### src/sbd_pkg.sv
// shared constants and types for the standby, buffer and dma write command block
package sbd_pkg;
  // register byte offsets
  localparam logic [7:0] OFS_FEAT = 8'h00;
  localparam logic [7:0] OFS_CNT  = 8'h04;
  localparam logic [7:0] OFS_LOW  = 8'h08;
  localparam logic [7:0] OFS_MID  = 8'h0c;
  localparam logic [7:0] OFS_HIGH = 8'h10;
  localparam logic [7:0] OFS_DEVH = 8'h14;
  localparam logic [7:0] OFS_CMD  = 8'h18;
  localparam logic [7:0] OFS_STAT = 8'h1c;
  localparam logic [7:0] OFS_ERR  = 8'h20;
  localparam logic [7:0] OFS_DATA = 8'h24;
  localparam logic [7:0] OFS_CFG  = 8'h28;
  // command codes
  localparam logic [7:0] CMD_STANDBY     = 8'he2;
  localparam logic [7:0] CMD_STANDBY_NOW = 8'he0;
  localparam logic [7:0] CMD_WR_BUF      = 8'he8;
  localparam logic [7:0] CMD_WR_DMA      = 8'hca;
  // field positions, reset values and first chs sector
  localparam int ER_ABORT = 2;
  localparam int ER_CRC   = 7;
  localparam int DH_LBA   = 6;
  localparam int DH_DEV   = 4;
  localparam int CFG_PM   = 0;
  localparam int CFG_BUF  = 1;
  localparam int CFG_POS  = 2;
  localparam logic [2:0] CFG_RESET = 3'h3;
  localparam logic [7:0] TF_RESET  = 8'h00;
  localparam logic [7:0] CHS_FIRST = 8'h01;
  // sizes
  localparam int SECTOR_BYTES = 512;
  localparam int WORD_BYTES   = 4;
  localparam int SECTOR_WORDS = SECTOR_BYTES / WORD_BYTES;
  localparam logic [8:0] FULL_COUNT = 9'h100;
  // timing: standby timer unit
  localparam int CLK_KHZ         = 40000;
  localparam int STANDBY_UNIT_MS = 5000;
  localparam int STANDBY_UNIT_CYC = STANDBY_UNIT_MS * CLK_KHZ;
  typedef enum logic [1:0] {
    SBD_IDLE = 2'b00,
    SBD_PIO  = 2'b01,
    SBD_DMA  = 2'b10
  } sbd_state_t;
  typedef struct packed {
    logic busy;
    logic ready;
    logic fault;
    logic rsv4;
    logic dreq;
    logic rsv2;
    logic rsv1;
    logic err;
  } sbd_status_t;
  typedef struct packed {
    logic [27:0] addr;
    logic [31:0] word;
  } sbd_media_t;
endpackage

### src/sbd_cmd_engine.sv
// command engine: standby, write buffer and dma write behind an apb task file
`timescale 1ns/1ps

// Operation
// - standby enters standby; nonzero count enables timer with derived period
// - standby with zero count leaves the timer disabled
// - e0h enters standby at once, ignoring feature, count, address registers
// - immediate standby is available whenever power management is enabled
// - no power management: both standby commands abort, error bit 2
// - good end: busy 0, ready 1, fault 0, data request 0, error 0
// - error end: busy, request clear; fault on fault; error if any bit
// - abort may be set when a command cannot be completed
// - e8h takes one sector by pio data-out into the buffer
// - buffer writes and reads address the same 512-byte region
// - buffer write unsupported: answered with abort
// - cah starts a dma write
// - dma sector count 00h means 256 sectors
// - address built from low, mid, high and head nibble, lba or chs
// - head register bit 6 selects lba, zero selects chs
// - bit 4 selects the device and is reflected in every state
// - unrecoverable dma error leaves failing sector address in registers
// - crc error on dma sets crc flag together with abort
module sbd_cmd_engine #(
  parameter int UNIT_CYC = sbd_pkg::STANDBY_UNIT_CYC,
  parameter int BUF_WORDS = sbd_pkg::SECTOR_WORDS,
  parameter int SPT = 63,
  parameter int HEADS = 16
) (
  // clock and reset
  input  wire logic              clk,
  input  wire logic              resetn,
  // apb slave
  input  wire logic [7:0]        paddr,
  input  wire logic              psel,
  input  wire logic              penable,
  input  wire logic              pwrite,
  input  wire logic [31:0]       pwdata,
  output logic [31:0]            prdata,
  output logic                   pready,
  output logic                   pslverr,
  // dma data stream
  input  wire logic              dmaValid,
  input  wire logic [31:0]       dmaData,
  output logic                   dmaReady,
  input  wire logic              dmaCrcError,
  // media side
  input  wire logic              mediaFail,
  input  wire logic              deviceFault,
  output logic                   mediaWe,
  output sbd_pkg::sbd_media_t    mediaOut,
  // power state
  output logic                   standbyMode,
  output logic                   timerExpired
);
  import sbd_pkg::*;

  localparam int PW = $clog2(BUF_WORDS);

  if (BUF_WORDS != SECTOR_WORDS || SPT < 1 || SPT > 255 || HEADS < 1 || HEADS > 16
      || UNIT_CYC < 1) begin : g_bad_param
    $error("sbd_cmd_engine: unsupported parameter values");
  end

  function automatic logic hit(input logic [7:0] a, input logic [7:0] ofs);
    hit = (a == ofs);
  endfunction

  sbd_state_t  state_q;
  sbd_status_t stat;
  logic [7:0]  feat_q, cnt_q, low_q, mid_q, high_q, devh_q, err_q;
  logic [2:0]  cfg_q;
  logic        ready_q, fault_q, busy_q, dreq_q;
  logic [31:0] buf_q [BUF_WORDS];
  logic [PW-1:0] wrPtr_q, rdPtr_q, word_q;
  logic [8:0]  remain_q;
  logic        timerEn_q;
  logic [7:0]  units_q, left_q;
  logic [31:0] tick_q;
  logic [31:0] prdata_q;
  logic        mediaWe_q;
  sbd_media_t  media_q;

  logic wrEn, rdEn, setupRd, mapped, selMine, cmdAcc, tfWr;
  logic pmOn, bufOn, isLba;
  logic [27:0] curAddr;
  logic dmaBeat, sectorEnd, dmaLast, dmaAbort;

  assign pready = 1'b1;
  assign wrEn = psel & penable & pwrite;
  assign rdEn = psel & penable & ~pwrite;
  assign setupRd = psel & ~penable & ~pwrite;
  assign mapped = hit(paddr, OFS_FEAT) | hit(paddr, OFS_CNT) | hit(paddr, OFS_LOW)
                | hit(paddr, OFS_MID) | hit(paddr, OFS_HIGH) | hit(paddr, OFS_DEVH)
                | hit(paddr, OFS_CMD) | hit(paddr, OFS_STAT) | hit(paddr, OFS_ERR)
                | hit(paddr, OFS_DATA) | hit(paddr, OFS_CFG);
  assign pslverr = psel & penable & ~mapped;
  assign prdata = prdata_q;

  assign pmOn = cfg_q[CFG_PM];
  assign bufOn = cfg_q[CFG_BUF];
  assign selMine = (devh_q[DH_DEV] == cfg_q[CFG_POS]);
  // task file is frozen while a command owns it
  assign tfWr = wrEn & (state_q == SBD_IDLE);
  assign cmdAcc = tfWr & hit(paddr, OFS_CMD) & selMine;
  assign isLba = devh_q[DH_LBA];
  assign curAddr = {devh_q[3:0], high_q, mid_q, low_q};

  assign dmaReady = (state_q == SBD_DMA);
  assign dmaBeat = dmaValid & dmaReady;
  assign sectorEnd = dmaBeat & (word_q == PW'(BUF_WORDS - 1));
  assign dmaLast = sectorEnd & (remain_q == 9'h001);
  assign dmaAbort = (state_q == SBD_DMA) & (dmaCrcError | mediaFail | deviceFault);

  assign stat = '{busy: busy_q, ready: ready_q, fault: fault_q, rsv4: 1'b0,
                  dreq: dreq_q, rsv2: 1'b0, rsv1: 1'b0, err: |err_q};

  // ready comes up the cycle after reset release
  always_ff @(posedge clk) begin
    if (!resetn) begin
      ready_q <= 1'b0;
    end else begin
      ready_q <= 1'b1;
    end
  end

  // configuration register: power management, buffer support, device position
  always_ff @(posedge clk) begin
    if (!resetn) begin
      cfg_q <= CFG_RESET;
    end else if (tfWr && hit(paddr, OFS_CFG)) begin
      cfg_q <= pwdata[2:0];
    end
  end

  // command sequencing
  always_ff @(posedge clk) begin
    if (!resetn) begin
      state_q <= SBD_IDLE;
      busy_q <= 1'b0;
      dreq_q <= 1'b0;
    end else begin
      case (state_q)
        SBD_IDLE: begin
          if (cmdAcc && pwdata[7:0] == CMD_WR_BUF && bufOn) begin
            state_q <= SBD_PIO;
            dreq_q <= 1'b1;
          end else if (cmdAcc && pwdata[7:0] == CMD_WR_DMA) begin
            state_q <= SBD_DMA;
            busy_q <= 1'b1;
          end
        end
        SBD_PIO: begin
          if (wrEn && hit(paddr, OFS_DATA) && wrPtr_q == PW'(BUF_WORDS - 1)) begin
            state_q <= SBD_IDLE;
            dreq_q <= 1'b0;
          end
        end
        SBD_DMA: begin
          if (dmaAbort || dmaLast) begin
            state_q <= SBD_IDLE;
            busy_q <= 1'b0;
          end
        end
        default: begin
          state_q <= SBD_IDLE;
          busy_q <= 1'b0;
          dreq_q <= 1'b0;
        end
      endcase
    end
  end

  // error register and fault flag; a new command clears both
  always_ff @(posedge clk) begin
    if (!resetn) begin
      err_q <= TF_RESET;
      fault_q <= 1'b0;
    end else if (cmdAcc) begin
      err_q <= TF_RESET;
      fault_q <= 1'b0;
      case (pwdata[7:0])
        CMD_STANDBY, CMD_STANDBY_NOW: err_q[ER_ABORT] <= ~pmOn;
        CMD_WR_BUF: err_q[ER_ABORT] <= ~bufOn;
        CMD_WR_DMA: err_q <= TF_RESET;
        default: err_q[ER_ABORT] <= 1'b1;
      endcase
    end else if (dmaAbort) begin
      err_q[ER_ABORT] <= 1'b1;
      err_q[ER_CRC] <= dmaCrcError;
      fault_q <= deviceFault;
    end
  end

  // standby mode and timer
  always_ff @(posedge clk) begin
    if (!resetn) begin
      standbyMode <= 1'b0;
      timerEn_q <= 1'b0;
      units_q <= TF_RESET;
    end else if (cmdAcc && pmOn && pwdata[7:0] == CMD_STANDBY) begin
      standbyMode <= 1'b1;
      timerEn_q <= (cnt_q != TF_RESET);
      units_q <= cnt_q;
    end else if (cmdAcc && pmOn && pwdata[7:0] == CMD_STANDBY_NOW) begin
      standbyMode <= 1'b1;
    end else if (cmdAcc && pwdata[7:0] == CMD_WR_DMA) begin
      standbyMode <= 1'b0;
    end
  end

  // period = code times one unit; any accepted command restarts it
  always_ff @(posedge clk) begin
    if (!resetn) begin
      tick_q <= '0;
      left_q <= TF_RESET;
      timerExpired <= 1'b0;
    end else begin
      timerExpired <= 1'b0;
      if (cmdAcc || !timerEn_q) begin
        tick_q <= '0;
        left_q <= (cmdAcc && pwdata[7:0] == CMD_STANDBY) ? cnt_q : units_q;
      end else if (tick_q == 32'(UNIT_CYC - 1)) begin
        tick_q <= '0;
        if (left_q == 8'h01) begin
          left_q <= units_q;
          timerExpired <= 1'b1;
        end else begin
          left_q <= left_q - 8'h01;
        end
      end else begin
        tick_q <= tick_q + 32'h1;
      end
    end
  end

  // task file; dma advances the address after each stored sector but the last so that an
  // abort leaves the failing sector in place
  always_ff @(posedge clk) begin
    if (!resetn) begin
      feat_q <= TF_RESET;
      cnt_q <= TF_RESET;
      low_q <= TF_RESET;
      mid_q <= TF_RESET;
      high_q <= TF_RESET;
      devh_q <= TF_RESET;
    end else if (tfWr) begin
      if (hit(paddr, OFS_FEAT)) begin
        feat_q <= pwdata[7:0];
      end else if (hit(paddr, OFS_CNT)) begin
        cnt_q <= pwdata[7:0];
      end else if (hit(paddr, OFS_LOW)) begin
        low_q <= pwdata[7:0];
      end else if (hit(paddr, OFS_MID)) begin
        mid_q <= pwdata[7:0];
      end else if (hit(paddr, OFS_HIGH)) begin
        high_q <= pwdata[7:0];
      end else if (hit(paddr, OFS_DEVH)) begin
        devh_q <= pwdata[7:0];
      end
    end else if (sectorEnd && !dmaAbort && !dmaLast) begin
      if (isLba) begin
        {devh_q[3:0], high_q, mid_q, low_q} <= curAddr + 28'h1;
      end else if (low_q != 8'(SPT)) begin
        low_q <= low_q + 8'h01;
      end else begin
        low_q <= CHS_FIRST;
        if (devh_q[3:0] != 4'(HEADS - 1)) begin
          devh_q[3:0] <= devh_q[3:0] + 4'h1;
        end else begin
          devh_q[3:0] <= 4'h0;
          {high_q, mid_q} <= {high_q, mid_q} + 16'h1;
        end
      end
    end
  end

  // dma sector and word counting
  always_ff @(posedge clk) begin
    if (!resetn) begin
      remain_q <= '0;
      word_q <= '0;
    end else if (cmdAcc && pwdata[7:0] == CMD_WR_DMA) begin
      remain_q <= (cnt_q == TF_RESET) ? FULL_COUNT : {1'b0, cnt_q};
      word_q <= '0;
    end else if (dmaBeat) begin
      word_q <= word_q + PW'(1);
      if (sectorEnd) begin
        remain_q <= remain_q - 9'h001;
      end
    end
  end

  // each accepted word goes to the media port with its sector address, except a word accepted in the cycle of a dma abort
  always_ff @(posedge clk) begin
    if (!resetn) begin
      mediaWe_q <= 1'b0;
      media_q <= '0;
    end else begin
      mediaWe_q <= dmaBeat & ~dmaAbort;
      if (dmaBeat) begin
        media_q <= '{addr: curAddr, word: dmaData};
      end
    end
  end
  assign mediaWe = mediaWe_q;
  assign mediaOut = media_q;

  // one-sector buffer; both pointers restart per buffer write command so write and read
  // always meet the same region
  always_ff @(posedge clk) begin
    if (!resetn) begin
      wrPtr_q <= '0;
      rdPtr_q <= '0;
    end else if (cmdAcc && pwdata[7:0] == CMD_WR_BUF) begin
      wrPtr_q <= '0;
      rdPtr_q <= '0;
    end else if (state_q == SBD_PIO && wrEn && hit(paddr, OFS_DATA)) begin
      wrPtr_q <= wrPtr_q + PW'(1);
    end else if (state_q == SBD_IDLE && rdEn && hit(paddr, OFS_DATA)) begin
      rdPtr_q <= rdPtr_q + PW'(1);
    end
  end

  always_ff @(posedge clk) begin
    if (state_q == SBD_PIO && wrEn && hit(paddr, OFS_DATA)) begin
      buf_q[wrPtr_q] <= pwdata;
    end
  end

  // read data is captured in the setup cycle so it comes from a flop
  always_ff @(posedge clk) begin
    if (!resetn) begin
      prdata_q <= '0;
    end else if (setupRd) begin
      if (hit(paddr, OFS_CNT)) begin
        prdata_q <= {24'h0, cnt_q};
      end else if (hit(paddr, OFS_LOW)) begin
        prdata_q <= {24'h0, low_q};
      end else if (hit(paddr, OFS_MID)) begin
        prdata_q <= {24'h0, mid_q};
      end else if (hit(paddr, OFS_HIGH)) begin
        prdata_q <= {24'h0, high_q};
      end else if (hit(paddr, OFS_DEVH)) begin
        prdata_q <= {24'h0, devh_q};
      end else if (hit(paddr, OFS_STAT)) begin
        prdata_q <= {24'h0, stat};
      end else if (hit(paddr, OFS_ERR)) begin
        prdata_q <= {24'h0, err_q};
      end else if (hit(paddr, OFS_DATA)) begin
        prdata_q <= buf_q[rdPtr_q];
      end else if (hit(paddr, OFS_CFG)) begin
        prdata_q <= {29'h0, cfg_q};
      end else begin
        prdata_q <= '0;
      end
    end
  end

  // checks
  logic accStby, accNow, accBuf, accDma;
  assign accStby = cmdAcc && pwdata[7:0] == CMD_STANDBY;
  assign accNow = cmdAcc && pwdata[7:0] == CMD_STANDBY_NOW;
  assign accBuf = cmdAcc && pwdata[7:0] == CMD_WR_BUF;
  assign accDma = cmdAcc && pwdata[7:0] == CMD_WR_DMA;

  chk_timer_load: assert property (@(posedge clk) disable iff (!resetn)
    accStby && pmOn && cnt_q != 8'h00 |=> standbyMode && timerEn_q && units_q == $past(cnt_q))
    else $error("standby did not load the timer");
  chk_timer_off: assert property (@(posedge clk) disable iff (!resetn)
    accStby && pmOn && cnt_q == 8'h00 |=> !timerEn_q ##1 !timerExpired [*3])
    else $error("timer enabled with zero count");
  chk_standby_now: assert property (@(posedge clk) disable iff (!resetn)
    accNow && pmOn |=> standbyMode && !err_q[ER_ABORT] && $stable(timerEn_q))
    else $error("immediate standby not entered");
  chk_pm_abort: assert property (@(posedge clk) disable iff (!resetn)
    (accStby || accNow) && !pmOn |=> err_q == 8'h04 && stat.err && !$changed(standbyMode))
    else $error("standby without power management not aborted");
  chk_good_end: assert property (@(posedge clk) disable iff (!resetn)
    $fell(busy_q) && err_q == 8'h00 |-> stat.ready && !stat.fault && !stat.dreq)
    else $error("bad status after good completion");
  chk_err_bit: assert property (@(posedge clk) disable iff (!resetn)
    state_q == SBD_IDLE |-> stat.err == (err_q != 8'h00) && !busy_q)
    else $error("error bit disagrees with error register");
  chk_buf_take: assert property (@(posedge clk) disable iff (!resetn)
    accBuf && bufOn |=> dreq_q && state_q == SBD_PIO && wrPtr_q == '0)
    else $error("buffer write did not request data");
  chk_dma_count: assert property (@(posedge clk) disable iff (!resetn)
    accDma |=> remain_q == ($past(cnt_q) == 8'h00 ? 9'h100 : {1'b0, $past(cnt_q)}))
    else $error("dma sector count wrong");
  chk_crc_abort: assert property (@(posedge clk) disable iff (!resetn)
    state_q == SBD_DMA && dmaCrcError |=> err_q[ER_CRC] && err_q[ER_ABORT] && !busy_q)
    else $error("crc error not reported with abort");
  chk_dma_busy: assert property (@(posedge clk) disable iff (!resetn)
    state_q == SBD_DMA && !dmaLast && !dmaAbort |=> busy_q && remain_q != 9'h000)
    else $error("busy dropped before last sector");

  cov_buf_done: cover property (@(posedge clk) disable iff (!resetn)
    state_q == SBD_PIO ##1 state_q == SBD_IDLE);
  cov_dma_done: cover property (@(posedge clk) disable iff (!resetn) dmaLast);
  cov_timer_fire: cover property (@(posedge clk) disable iff (!resetn) timerExpired);
endmodule

### config.mk
export PLATFORM = sky130hd
export DESIGN_NAME = sbd_cmd_engine
export DESIGN_NICKNAME = d
export VERILOG_FILES = /design/src/sbd_pkg.sv /design/src/sbd_cmd_engine.sv
export SDC_FILE = /design/constraint.sdc
export NUM_CORES = 2
export LEC_CHECK = 0
export BUFFER_PORTS_ARGS = -buffer_cell sky130_fd_sc_hd__buf_2
export CAP_MARGIN = 30
export CORE_ASPECT_RATIO = 1.2
export CORE_MARGIN = 5
export CORE_UTILIZATION = 45
export CTS_CLUSTER_SIZE = 8
export DETAILED_ROUTE_END_ITERATION = 6
export GPL_ROUTABILITY_DRIVEN = 1
export HOLD_SLACK_MARGIN = 0.05
export SYNTH_ARGS = -nofsm -noshare
export SYNTH_HDL_FRONTEND = slang
export SYNTH_SLANG_ARGS = --single-unit
export TNS_END_PERCENT = 30
### constraint.sdc
create_clock -name clk -period 6.63 [get_ports clk]
set_clock_uncertainty 0.05 [all_clocks]
set_input_delay 0.9945 -clock clk [delete_from_list [all_inputs] [get_ports clk]]
set_output_delay 0.9945 -clock clk [all_outputs]
set_load 0.03 [all_outputs]
# Word-level counts from Yosys, hierarchy flattened
# Memories as Yosys holds them, arrays and structs flattened. A register that Yosys moved wholly into a read port is not among the register bits.
# Cells that the tools add are included.
[op_classes] n_reduce_logical=49 n_eq_ne=41 n_bitwise=42 add_sub_neg=10 n_mux=78
[ops] operator="$mux W32" count=8
[ops] operator="$mux W8" count=30
[ops] operator="$mux W4" count=11
[ops] operator="$mux W9" count=4
[ops] operator="$add A32 B1 Y32 const B" count=1
[ops] operator="$eq A32 B28 Y1 const B" count=1
[ops] operator="$eq A8 B5 Y1 const B" count=4
[ops] operator="$eq A8 B8 Y1 const B" count=4
[ops] operator="$add A28 B1 Y28 const B" count=1
[ops] operator="$eq A8 B6 Y1 const B" count=3
[ops] operator="$add A7 B1 Y7 const B" count=3
[ops] operator="$ne A2 B2 Y1 const B" count=9
[ops] operator="$add A16 B1 Y16 const B" count=1
[ops] operator="$eq A8 B4 Y1 const B" count=2
[ops] operator="$logic_and A1 B1 Y1" count=16
[ops] operator="$logic_not A8 Y1" count=2
[ops] operator="$not A1 Y1" count=16
[ops] operator="$reduce_and A8 Y1" count=2
[ops] operator="$and A1 B1 Y1" count=14
[ops] operator="$eq A7 B7 Y1 const B" count=2
[ops] operator="$mux W1" count=14
[ops] operator="$mux W7" count=2
[ops] operator="$reduce_and A7 Y1" count=2
[ops] operator="$or A1 B1 Y1" count=12
[ops] operator="other kinds (29)" count=56
[totals] wordCells=249 memories=1 in_bits=81 out_inout_bits=98 register_bits=225 mem_bits_rw=4096
[mem_list] memory="buf_q" depth=128 width=32 read_ports=1 rd_ports_with_merged_regs=1 write_ports=1 line_no="sbd_cmd_engine.sv:73" source="logic [31:0] buf_q [BUF_WORDS];"

# Longest topological paths before layout
[logic_depth] ltp_word=13 ltp_mapped=12

# Least setup slack after synthesis
# Ideal clock, no wire load.
[synth_path] kind="input-to-reg" start="input paddr[4]" end="memory buf_q[107][0], enable pin" slack_ns=2.259 t_arrival_ns=3.900 setup_time_ns=0.421 path_stages=7 n_path_buf=1 required_time_ns=6.159 path_cell_list="or4b_4 nor2_4 nand4_1 nor2_1 nand3_1 clkbuf_1 nor2_1"
[synth_via] elab_chain_len=4
[synth_lines] element="start: declaration" line_no="sbd_cmd_engine.sv:33" source="input wire logic [7:0] paddr,"
[synth_lines] element="$eq A8 B6 Y1" line_no="sbd_cmd_engine.sv:65" source="hit = (a == ofs);"
[synth_lines] element="$logic_and A1 B1 Y1" line_no="sbd_cmd_engine.sv:325" source="if (state_q == SBD_PIO && wrEn && hit(paddr, OFS_DATA)) begin"
[synth_lines] element="$mux W1" line_no="sbd_cmd_engine.sv:325"
[synth_lines] element="$mux W1 (implied by the code)" line_no="sbd_cmd_engine.sv:326" source="buf_q[wrPtr_q] <= pwdata;"
[synth_lines] element="end: declaration" line_no="sbd_cmd_engine.sv:73"
# No other way between the ends.

==> results.sh <==
export IMPL_synth_avg_cell_area_um2=21.1
export IMPL_maxCapViolCount=0
export IMPL_clk_transition_reported_paths_ns=0.05
export IMPL_ys_warn_count=0
export IMPL_dieArea_mm2=0.382
export IMPL_clk_latency_ns=1.04
export IMPL_rows=244
export IMPL_dp_cells=12900
export IMPL_ys_seq_area_frac=0.768
export IMPL_portBuffers=177
export IMPL_fmax_ghz=0.199
export IMPL_grt_overflow=0
export IMPL_core_mm2=0.368
export IMPL_grt_pass1_wl_mm=670
export IMPL_vias=85500
export IMPL_instances_no_fill=13700
export IMPL_drc=0
export IMPL_initial_utilization=0.452
export IMPL_report_power_total_uw=58800
export IMPL_synth_fp_nets=7983
export IMPL_reg2reg_to="prdata[9]$_SDFFE_PN0P_"
export IMPL_synthTopCellsByArea="edfxtp_1 (74%), mux4_2 (14%), dfxtp_1 (2.8%), nand2_1 (0.70%), nor2_1 (0.69%)"
export IMPL_async_flop_share=0
export IMPL_htreeDepth=6
export IMPL_use_met2=0.415
export IMPL_dr_pass1_iters=6
export IMPL_crit_path_start_kind="flip-flop"
export IMPL_post_cts_buffers=0
export IMPL_yosysUniqueCellTypes=96
export IMPL_ys_ff_latch=4328
export IMPL_status="finished clean"
export IMPL_fin_nets=8675
export IMPL_nFillCells=28100
export IMPL_cts_tree="done"
export IMPL_finalSetupTns_ns=0
export IMPL_setup_viol=0
export IMPL_synth_top_area_frac=0.740
export IMPL_crit_end="prdata[9]$_SDFFE_PN0P_"
export IMPL_via_per_inst=6.26
export IMPL_fin_crit_ns=5.03
export IMPL_cts_resized=0
export IMPL_routed_wl_mm=478
export IMPL_cts_sinks=4328
export IMPL_rr_worst_depth=9
export IMPL_final_area_mm2=0.194
export IMPL_r2r_slack_ns=1.60
export IMPL_synth_top_cell_by_area="edfxtp_1"
export IMPL_drive_gt1_frac=0.282
export IMPL_die_w_um=565
export IMPL_crit_path_end_kind="flip-flop"
export IMPL_synth_cells=7891
export IMPL_grt_use_total=0.248
export IMPL_fp_dieH_um=676
export IMPL_root_buffer="clkbuf_16"
export IMPL_min_period_over_period=0.759
export IMPL_holdCritStartpoint="dmaData[0]"
export IMPL_cp_data_required_time_ns=7.46
export IMPL_antenna_found_initial=27
export IMPL_ant_nets=0
export IMPL_drtIter0Drc=11100
export IMPL_area_growth_pct=16.7
export IMPL_place_area_mm2=0.177
export IMPL_busiest_layer="met2"
export IMPL_ir_drop_v=0.000266
export IMPL_clockBufferDepth=4
export IMPL_gp_congestion=0.935
export IMPL_cts_buffers=611
export IMPL_grt_max_degree=129
export IMPL_grt_pass1_vias=86300
export IMPL_gr_usage_met3=0.0495
export IMPL_hpwl_mm=303
export IMPL_synth_edf_count=4096
export IMPL_cellPowerDensity_mw_per_mm2=303
export IMPL_ios=179
export IMPL_critPathMaxFanout=75
export IMPL_worst_setup_path_type="reg -> reg"
export IMPL_hold_viol=0
export IMPL_routedWlPerCell_um=35.0
export IMPL_grt_use_met1=0.326
export IMPL_ys_flop_type="edfxtp_1"
export IMPL_p_leak_uw=0.0592
export IMPL_syn_area_mm2=0.166
export IMPL_hold_path_class="in -> reg"
export IMPL_rsz0062_at_grt="false"
export IMPL_max_slew_margin_rel=0.198
export IMPL_hold_ws_ns=0.141
export IMPL_drv_slew=0
export IMPL_worst_pin_slew_ns=1.20
export IMPL_worstPathArrival_ns=5.86
export IMPL_hold_buffers=0
## registers in the layout (all words and copies together) (netlist names), 9 cells and up, named ones only
register  cells
buf_q      4096
mediaOut     60
remain_q      9
tick_q       32
prdata       32
## metal layers
metal,vias up,part of all wire
li1,34500,-
met2,4302,0.50
met5,-,0.00012
met4,10,0.039
met3,771,0.086
met1,46000,0.37
## how the worst min path moves through the flow
stage / end / slack (ns) / cells after the start
2_1_floorplan: tick_q[0]$_SDFF_PP0_ / 0.38 / 1
3_3_place_gp: mediaOut[20]$_SDFFE_PN0P_ / 0.39 / 2
3_5_place_dp: mediaOut[55]$_SDFFE_PN0P_ / 0.40 / 2
4_1_cts: mediaOut[0]$_SDFFE_PN0P_ / 0.07 / 3
5_1_grt: mediaOut[0]$_SDFFE_PN0P_ / 0.12 / 3
6_report: mediaOut[0]$_SDFFE_PN0P_ / 0.14 / 3
## power breakdown
part	switching [uW]	internal [uW]
logic	631	77.0
clock network	11400	16700
registers	3.17	29900
## logic make-up (layout without fill, tap and decap cells)
group / Yosys count / count (layout) / synth area share
AND/OR/NAND/NOR: 911 / 911 / 0.0253
adder cells (fa/ha/maj): 11 / 11 / 0.000828
multiplexers: 1163 / 1163 / 0.149
flip-flops: 4328 / 4328 / 0.768
other: 1 / 8 / 0.0000226
AO/OA/AOI/OAI: 908 / 908 / 0.0388
XOR/XNOR: 53 / 53 / 0.00279
buffers and inverters: 516 / 1369 / 0.0150
## synth_stat cells, drive strengths merged (6+ instances only)
master and number:
o221a 7, a2111oi 9, o22ai 105, a22o 105, mux4 1054, a31oi 40, o21ai 95, a22oi 119
dfxtp 232, nor4 17, and3 12, mux2 17, or3 13, buf 241, and2 8, and4 6
nor3b 8, ha 11, a211oi 29, clkbuf 203, o31ai 9, clkinv 22, nor2b 29, edfxtp 4096
mux2i 92, inv 50, nor2 307, o221ai 19, o211ai 9, xor2 33, nand4 28, or2 9
nand3 75, xnor2 20, nor4b 10, a221oi 108, nand2 312, a41oi 29, nand2b 15, nor3 42
a21oi 172
## critical path: stages (launching register included)
cell and delay [ns]:
dfxtp_4 0.92, buf_12 0.35, buf_12 0.39, buf_4 0.64, mux4_2 0.45, mux4_2 0.48
clkinv_1 0.15, o22ai_1 0.19, a41oi_1 0.83, a31oi_1 0.17
## cell type report
class                      count  area [um2]  share of cell area
timing repair buffer         523        5590              0.0288
multi-input combinational   3047       37200               0.192
antenna                        7        17.5           0.0000903
inverter                      72         278             0.00143
tap                         4920        6160              0.0317
sequential                  4328      128000               0.658
clock inverter                59        1340             0.00688
clock buffer                 715       15700              0.0811
## cell usage in the layout, fill, tap and decap left out, types with 12 or more instances in the layout
cell       Yosys  layout
a211oi_1      28      28
a21oi_1      172     172
a221oi_1     108     107
a22o_1       105     105
a22oi_1      119     119
a31oi_1       40      40
a41oi_1       29      29
and3_1        12      12
buf_12         0     109
buf_16         0      33
buf_2        137     148
buf_4         53     229
clkbuf_1     203     102
clkbuf_16      0     613
clkinv_1      22      21
clkinv_16      0      28
dfxtp_1      232     227
edfxtp_1    4096    4096
inv_1         49      48
mux2_2        17      17
mux2i_1       92      92
mux4_2      1054    1054
nand2_1      312     306
nand2b_1      15      15
nand3_1       74      72
nand4_1       27      27
nor2_1       304     174
nor2_4         1     130
nor2b_1       29      27
nor3_1        38      38
nor4_1        15      15
o21ai_0       92      72
o21ai_1        3      23
o221ai_1      19      19
o22ai_1      105     103
or3_1         13      13
xnor2_1       20      20
xor2_1        33      33
## through the flow
stage	utilization	worst slack (ns)
finish	0.527	1.60
global route	0.527	1.56
CTS	0.526	1.58
detailed placement	0.480	1.44
global placement	0.473	1.43
floorplan	-	2.26
Power figures use the tool's default switching activity.
